File: config.mk
export PLATFORM = sky130hd
export DESIGN_NAME = seconds_alarm
export DESIGN_NICKNAME = d
export VERILOG_FILES = /design/src/logic/seconds_alarm_pkg.sv /design/src/logic/seconds_alarm.sv
export SDC_FILE = /design/constraint.sdc
export NUM_CORES = 1
export LEC_CHECK = 0
export ABC_AREA = 0
export BUFFER_PORTS_ARGS = -buffer_cell sky130_fd_sc_hd__buf_2
export CAP_MARGIN = 40
export CELL_PAD_IN_SITES_DETAIL_PLACEMENT = 1
export CELL_PAD_IN_SITES_GLOBAL_PLACEMENT = 1
export CORE_MARGIN = 4
export CORE_UTILIZATION = 48
export CTS_CLUSTER_DIAMETER = 200
export DETAILED_ROUTE_END_ITERATION = 10
export PLACE_DENSITY = 0.88
export SLEW_MARGIN = 25
export SYNTH_ARGS = -nofsm -noshare
export SYNTH_HDL_FRONTEND = slang
export SYNTH_SLANG_ARGS = --single-unit
File: constraint.sdc
create_clock -name aclk -period 4.4 [get_ports aclk]
set_input_delay 0.66 -clock aclk [delete_from_list [all_inputs] [get_ports aclk]]
set_output_delay 0.66 -clock aclk [all_outputs]
set_load 0.01 [all_outputs]
File: src/logic/seconds_alarm_pkg.sv
/*
  Shared constants for the seconds counter with match alarm: register byte
  offsets, field positions, reset values and the AXI4-Lite answer codes.
  Assumes a 32-bit AXI4-Lite register bus with an 8-bit byte address.
*/
package seconds_alarm_pkg;

  localparam int ADDR_W = 8;
  localparam int DATA_W = 32;
  localparam int STRB_W = 4;

  localparam logic [ADDR_W-1:0] OFS_LIVE_COUNT = 8'h00;
  localparam logic [ADDR_W-1:0] OFS_PRELOAD = 8'h04;
  localparam logic [ADDR_W-1:0] OFS_COMPARE = 8'h08;
  localparam logic [ADDR_W-1:0] OFS_IRQ_STATE = 8'h10;
  localparam logic [ADDR_W-1:0] OFS_IRQ_CLEAR = 8'h10;
  localparam logic [ADDR_W-1:0] OFS_CONTROL = 8'h14;

  localparam int MATCH_IRQ_BIT = 0;
  localparam int MATCH_IRQ_ENABLE_BIT = 0;

  localparam logic [DATA_W-1:0] RST_COUNT = 32'h0000_0000;
  localparam logic [DATA_W-1:0] RST_PRELOAD = 32'h0000_0000;
  localparam logic [DATA_W-1:0] RST_COMPARE = 32'h0000_0000;
  localparam logic RST_MATCH_IRQ_ENABLE = 1'b0;

  localparam logic [1:0] RESP_OKAY = 2'b00;
  localparam logic [1:0] RESP_SLVERR = 2'b10;

endpackage : seconds_alarm_pkg

File: src/logic/seconds_alarm.sv
/*
  Seconds counter with a programmable match alarm behind an AXI4-Lite slave.
  Assumes second_tick_clk and millisecond_clk are free-running square waves from
  outside the aclk domain; both are synchronised and edge-detected here, so the
  whole block runs on aclk alone.
*/
// The implementer's own choice: register access over AXI4-Lite.
// Notes on behaviour
// - 32-bit counter increments on each rising edge of the one-second tick.
// - A preload write is copied into the counter at the next tick.
// - Counter wraps from all ones to zero silently and keeps counting.
// - Match from an increment raises the interrupt at the next millisecond edge.
// - Status bit 0 shows the interrupt; bits 31 to 1 read zero.
// - Any write to the clear register drops the interrupt and status bit.
// - Status and clear share one address; reads status, writes clear.
// - With the enable bit zero, a match raises no interrupt.
// - After reset the match interrupt is disabled.
// - Reading the live count returns a snapshot without disturbing counting.
// - Reading preload returns the last written value, not the count.
// - Compare is a 32-bit read-write store returning the last write.
// - Control bits 31 to 1 are written as zero and read zero.
// - The one-second tick keeps counting in reduced-power modes.
`timescale 1ns/1ns
module seconds_alarm (
  input wire logic aclk,
  input wire logic aresetn,
  input wire logic second_tick_clk,
  input wire logic millisecond_clk,
  input wire logic [seconds_alarm_pkg::ADDR_W-1:0] s_axi_awaddr,
  input wire logic s_axi_awvalid,
  output logic s_axi_awready,
  input wire logic [seconds_alarm_pkg::DATA_W-1:0] s_axi_wdata,
  input wire logic [seconds_alarm_pkg::STRB_W-1:0] s_axi_wstrb,
  input wire logic s_axi_wvalid,
  output logic s_axi_wready,
  output logic [1:0] s_axi_bresp,
  output logic s_axi_bvalid,
  input wire logic s_axi_bready,
  input wire logic [seconds_alarm_pkg::ADDR_W-1:0] s_axi_araddr,
  input wire logic s_axi_arvalid,
  output logic s_axi_arready,
  output logic [seconds_alarm_pkg::DATA_W-1:0] s_axi_rdata,
  output logic [1:0] s_axi_rresp,
  output logic s_axi_rvalid,
  input wire logic s_axi_rready,
  output logic match_irq
);
  import seconds_alarm_pkg::*;

  typedef struct packed {
    logic sec_s1;
    logic sec_s2;
    logic sec_s3;
    logic ms_s1;
    logic ms_s2;
    logic ms_s3;
    logic [DATA_W-1:0] count;
    logic [DATA_W-1:0] preload;
    logic [DATA_W-1:0] compare;
    logic match_irq_enable;
    logic load_pending;
    logic match_pending;
    logic irq_state;
    logic aw_held;
    logic [ADDR_W-1:0] aw_addr;
    logic w_held;
    logic [DATA_W-1:0] w_data;
    logic [STRB_W-1:0] w_strb;
    logic bvalid;
    logic [1:0] bresp;
    logic rvalid;
    logic [1:0] rresp;
    logic [DATA_W-1:0] rdata;
    logic [ADDR_W-1:0] rd_addr;
  } state_t;

  state_t st_reg;
  state_t st_next;

  logic sec_rise;
  logic ms_rise;
  logic wr_fire;
  logic clear_fire;
  logic preload_fire;
  logic [DATA_W-1:0] count_inc;

  // Merges a write into a stored word one byte lane at a time.
  function automatic logic [DATA_W-1:0] merge_lanes(input logic [DATA_W-1:0] old_val,
                                                    input logic [DATA_W-1:0] new_val,
                                                    input logic [STRB_W-1:0] strb);
    logic [DATA_W-1:0] res;
    res = old_val;
    for (int i = 0; i < STRB_W; i++) begin
      if (strb[i]) begin
        res[i*8 +: 8] = new_val[i*8 +: 8];
      end
    end
    return res;
  endfunction : merge_lanes

  // Only the second and third stages feed the edge detectors; the first stage
  // may be metastable and is read by the second stage alone.
  assign sec_rise = st_reg.sec_s2 & ~st_reg.sec_s3;
  assign ms_rise = st_reg.ms_s2 & ~st_reg.ms_s3;
  assign count_inc = st_reg.count + 32'h0000_0001;
  assign wr_fire = st_reg.aw_held & st_reg.w_held & ~st_reg.bvalid;
  assign clear_fire = wr_fire && (st_reg.aw_addr == OFS_IRQ_CLEAR);
  assign preload_fire = wr_fire && (st_reg.aw_addr == OFS_PRELOAD);

  assign s_axi_awready = ~st_reg.aw_held & ~st_reg.bvalid;
  assign s_axi_wready = ~st_reg.w_held & ~st_reg.bvalid;
  assign s_axi_bvalid = st_reg.bvalid;
  assign s_axi_bresp = st_reg.bresp;
  assign s_axi_arready = ~st_reg.rvalid;
  assign s_axi_rvalid = st_reg.rvalid;
  assign s_axi_rresp = st_reg.rresp;
  assign s_axi_rdata = st_reg.rdata;
  assign match_irq = st_reg.irq_state & st_reg.match_irq_enable;

  always_comb begin
    st_next = st_reg;

    // The tick is only sampled here, never gated, so counting goes on in
    // every power mode as long as the tick pin toggles.
    st_next.sec_s1 = second_tick_clk;
    st_next.sec_s2 = st_reg.sec_s1;
    st_next.sec_s3 = st_reg.sec_s2;
    st_next.ms_s1 = millisecond_clk;
    st_next.ms_s2 = st_reg.ms_s1;
    st_next.ms_s3 = st_reg.ms_s2;

    // The launch retires the pending match first, so a new match in the same cycle survives.
    if (ms_rise && st_reg.match_pending) begin
      st_next.match_pending = 1'b0;
    end

    if (sec_rise) begin
      if (st_reg.load_pending) begin
        st_next.count = st_reg.preload;
        st_next.load_pending = 1'b0;
      end else begin
        st_next.count = count_inc;
        if (count_inc == st_reg.compare && st_reg.match_irq_enable) begin
          st_next.match_pending = 1'b1;
        end
      end
    end

    // A clear and a new launch in the same cycle: the launch wins.
    if (ms_rise && st_reg.match_pending) begin
      st_next.irq_state = 1'b1;
    end else if (clear_fire) begin
      st_next.irq_state = 1'b0;
    end

    if (s_axi_awvalid && s_axi_awready) begin
      st_next.aw_held = 1'b1;
      st_next.aw_addr = s_axi_awaddr;
    end
    if (s_axi_wvalid && s_axi_wready) begin
      st_next.w_held = 1'b1;
      st_next.w_data = s_axi_wdata;
      st_next.w_strb = s_axi_wstrb;
    end

    if (wr_fire) begin
      st_next.aw_held = 1'b0;
      st_next.w_held = 1'b0;
      st_next.bvalid = 1'b1;
      st_next.bresp = RESP_OKAY;
      if (st_reg.aw_addr == OFS_LIVE_COUNT) begin
        st_next.bresp = RESP_OKAY;
      end else if (st_reg.aw_addr == OFS_PRELOAD) begin
        st_next.preload = merge_lanes(st_reg.preload, st_reg.w_data, st_reg.w_strb);
        // A write landing on the tick itself stays pending for the next tick.
        st_next.load_pending = 1'b1;
      end else if (st_reg.aw_addr == OFS_COMPARE) begin
        st_next.compare = merge_lanes(st_reg.compare, st_reg.w_data, st_reg.w_strb);
      end else if (st_reg.aw_addr == OFS_IRQ_CLEAR) begin
        st_next.bresp = RESP_OKAY;
      end else if (st_reg.aw_addr == OFS_CONTROL) begin
        if (st_reg.w_strb[0]) begin
          st_next.match_irq_enable = st_reg.w_data[MATCH_IRQ_ENABLE_BIT];
        end
      end else begin
        st_next.bresp = RESP_SLVERR;
      end
    end else if (st_reg.bvalid && s_axi_bready) begin
      st_next.bvalid = 1'b0;
    end

    if (s_axi_arvalid && !st_reg.rvalid) begin
      st_next.rvalid = 1'b1;
      st_next.rd_addr = s_axi_araddr;
      st_next.rresp = RESP_OKAY;
      st_next.rdata = 32'h0000_0000;
      if (s_axi_araddr == OFS_LIVE_COUNT) begin
        st_next.rdata = st_reg.count;
      end else if (s_axi_araddr == OFS_PRELOAD) begin
        st_next.rdata = st_reg.preload;
      end else if (s_axi_araddr == OFS_COMPARE) begin
        st_next.rdata = st_reg.compare;
      end else if (s_axi_araddr == OFS_IRQ_STATE) begin
        st_next.rdata[MATCH_IRQ_BIT] = st_reg.irq_state;
      end else if (s_axi_araddr == OFS_CONTROL) begin
        st_next.rdata[MATCH_IRQ_ENABLE_BIT] = st_reg.match_irq_enable;
      end else begin
        st_next.rresp = RESP_SLVERR;
      end
    end else if (st_reg.rvalid && s_axi_rready) begin
      st_next.rvalid = 1'b0;
    end
  end

  always_ff @(posedge aclk) begin
    if (!aresetn) begin
      st_reg <= '0;
      st_reg.count <= RST_COUNT;
      st_reg.preload <= RST_PRELOAD;
      st_reg.compare <= RST_COMPARE;
      st_reg.match_irq_enable <= RST_MATCH_IRQ_ENABLE;
    end else begin
      st_reg <= st_next;
    end
  end
endmodule : seconds_alarm

==> results.py <==
metrics = {
    "timing": {
        "fmax_mhz": 326.0,
        "slew_viol_final": 0,
        "setup-tns-final_ns": 0,
        "slew_headroom": 0.4800,
        "hold_viol": 0,
        "clock_skew_ns": 0.009762,
        "rsz0062_at_grt": "no",
        "period_share": 0.6971,
        "finalCriticalPeriod_ns": 3.067,
        "tightestPinTransition_ns": 0.7800,
        "setup_viol_count_final": 0,
        "whs_ns": 0.4302,
    },
    "global_routing": {
        "overflow": 0,
        "grt_pass1_vias": 8692,
        "gr-usage-all-layers": 0.2674,
        "antenna_found_initial": 0,
        "grt_pass1_wl_um": 47290,
        "grt_start_max_net_pins": 76,
    },
    "setup_path": {
        "start_kind": "flop",
        "endpoint_kind": "flop",
        "required_ns": 4.79,
        "arrival_ns": 3.45,
        "critPathKind": "reg -> reg",
        "critPathMaxFanout": 11,
    },
    "clock_tree": {
        "cts-htree-levels": 4,
        "cts_hold_buf": 0,
        "root_buffer": "clkbuf_16",
        "clk_pin_slew_worst_paths_ns": 0.07,
        "clock_latency_ns": 0.44,
        "postCtsSetupRepairBufs": 0,
        "cts_num_sinks": 188,
        "cts_buffers": 17,
        "post_cts_resized": 0,
        "cts.path.max_buffers": 2,
        "cts_tree": "done",
    },
    "routing": {
        "drtPass1Iterations": 6,
        "wl_per_cell_um": 20.44,
        "antenna_left": 0,
        "via_per_inst": 6.041,
        "routed-via-count": 8753,
        "routed_wirelength_um": 29620,
        "drt_iter0_markers": 958,
        "drc": 0,
    },
    "power": {
        "p_switching_mw": 0.8992,
        "p_per_area_nw_per_um2": 350.3,
        "pwr-share-clk": 0.438,
        "p_leak_nw": 4.022,
        "power_frac_seq": 0.494,
        "p_total_mw": 3.669,
        "p_int_mw": 2.770,
        "pwr-share-comb": 0.068,
        "power_switching_share": 0.2450,
        "vdd_drop_max_v": 0.0002878,
    },
    "final_layout": {
        "drive_above_1_share": 0.1377,
        "diodes": 0,
        "layout_commonest_cell": "nand2_1",
        "multi_input_area_um2": 5077,
        "regArea_um2": 3765,
        "fin_area_um2": 10480,
        "nets": 1235,
        "largest_reg_flops": 148,
        "fillers": 2384,
        "area_growth_pct": 9.623,
        "layout_common_cells": "nand2_1 (273), dfxtp_1 (187), a21boi_0 (109), buf_2 (99), o21ai_0 (55)",
    },
    "die": {
        "die_x_um": 149.1,
        "core_area_um2": 19530,
        "std_cell_rows": 51,
        "ios": 103,
        "initial_core_util": 0.4894,
        "die-area_um2": 22230,
        "die_h_um": 149.1,
    },
    "outcome": {
        "status": "finished clean",
    },
    "place": {
        "dp_hpwl_um": 20010,
        "io_buffers": 100,
        "dpl-instance-area_um2": 9874,
        "gp_congestion": 0.8625,
    },
    "yosys": {
        "syn_area_per_cell_um2": 8.161,
        "ys_seq_area_frac": 0.3938,
        "ys_ff_latch": 188,
        "synth-edff-count": 0,
        "ys_warn_count": 0,
        "syn_inst": 1171,
        "synth_ff_type": "dfxtp_1",
        "async_reset_ff_frac": 0,
        "syn-cell-area_um2": 9557,
        "ys_types": 58,
    },
    "run": {
        "max_cap_violations": 0,
    },
    "worst_hold_path": {
        "hold_class": "in -> reg",
    },
}
worst paths after layout:
kind	startpoint	end	slack, ns	cells past startpoint
setup reg to reg	st_reg[160]$_SDFFE_PN0P_	st_reg[93]$_SDFF_PN0_	1.33	8
hold / removal	second_tick_clk	st_next[196]$_SDFF_PN0_	0.43	2
hold reg to reg	st_next[196]$_SDFF_PN0_	st_next[195]$_SDFF_PN0_	0.45	1
setup / recovery	st_reg[160]$_SDFFE_PN0P_	st_reg[93]$_SDFF_PN0_	1.33	8
power groups by stage:
stage	registers [mW]	logic, mW	clock network, mW
after floorplan	1.82	0.190	0
after global placement	1.85	0.237	0
after detailed placement	1.85	0.249	0
after CTS	1.81	0.251	1.63
after global routing	1.82	0.278	1.70
final	1.81	0.248	1.61
kinds of logic after synthesis:
kind of cell             Yosys count  share of synthesized area
flip-flops                       188                     0.3938
buffers and inverters            145                    0.07607
AND/OR/NAND/NOR                  475                     0.2404
adder cells (fa/ha/maj)            1                   0.001309
multiplexers                       6                   0.006415
AO/OA/AOI/OAI                    308                     0.2385
other                              1                  0.0003924
XOR/XNOR                          47                    0.04307
per-stage QoR:
stage,util,std cells,setup WS [ns]
after floorplan,-,1172,1.917
after global placement,0.5029,1417,1.339
after detailed placement,0.5057,1419,1.299
after CTS,0.5365,1449,1.374
after global routing,0.5365,1449,1.164
final,0.5365,1449,1.333
cell usage after synthesis (26+ instances only):
| master | count | area share |
|---|---|---|
| a21boi_0 | 109 | 0.086 |
| a222oi_1 | 31 | 0.032 |
| and2_1 | 35 | 0.023 |
| buf_4 | 40 | 0.031 |
| clkbuf_1 | 72 | 0.028 |
| dfxtp_1 | 188 | 0.39 |
| nand2_1 | 273 | 0.11 |
| nand3_1 | 46 | 0.024 |
| nor2_1 | 26 | 0.010 |
| o211a_1 | 34 | 0.036 |
| o21ai_0 | 55 | 0.029 |
| xnor2_1 | 35 | 0.032 |
per-layer routing:
layer | share of wire | vias up | GRT usage
met1 | 0.45 | 4276 | 0.3635
met3 | 0.080 | 46 | 0.06503
met4 | 0.019 | 0 | 0.08101
met5 | 0 | - | 0
met2 | 0.45 | 348 | 0.4229
li1 | - | 4083 | -
cell type report:
type	count	area share
multi-input cells	839	0.4847
flip-flops and latches	188	0.3594
repair buffers	115	0.06258
clock buffers	18	0.04192
well taps	265	0.03165
clock inverters	12	0.01553
inverters	12	0.004300
critical path, stage by stage (launching register included):
cell,delay [ns]
dfxtp_1,0.55
ha_1,0.33
nand3_1,0.36
nor2_1,0.56
nand4_1,0.33
xnor2_1,0.25
o2111ai_1,0.18
nor4_2,0.29
a31o_1,0.17
Note: power is estimated with default switching activity, not from simulation.
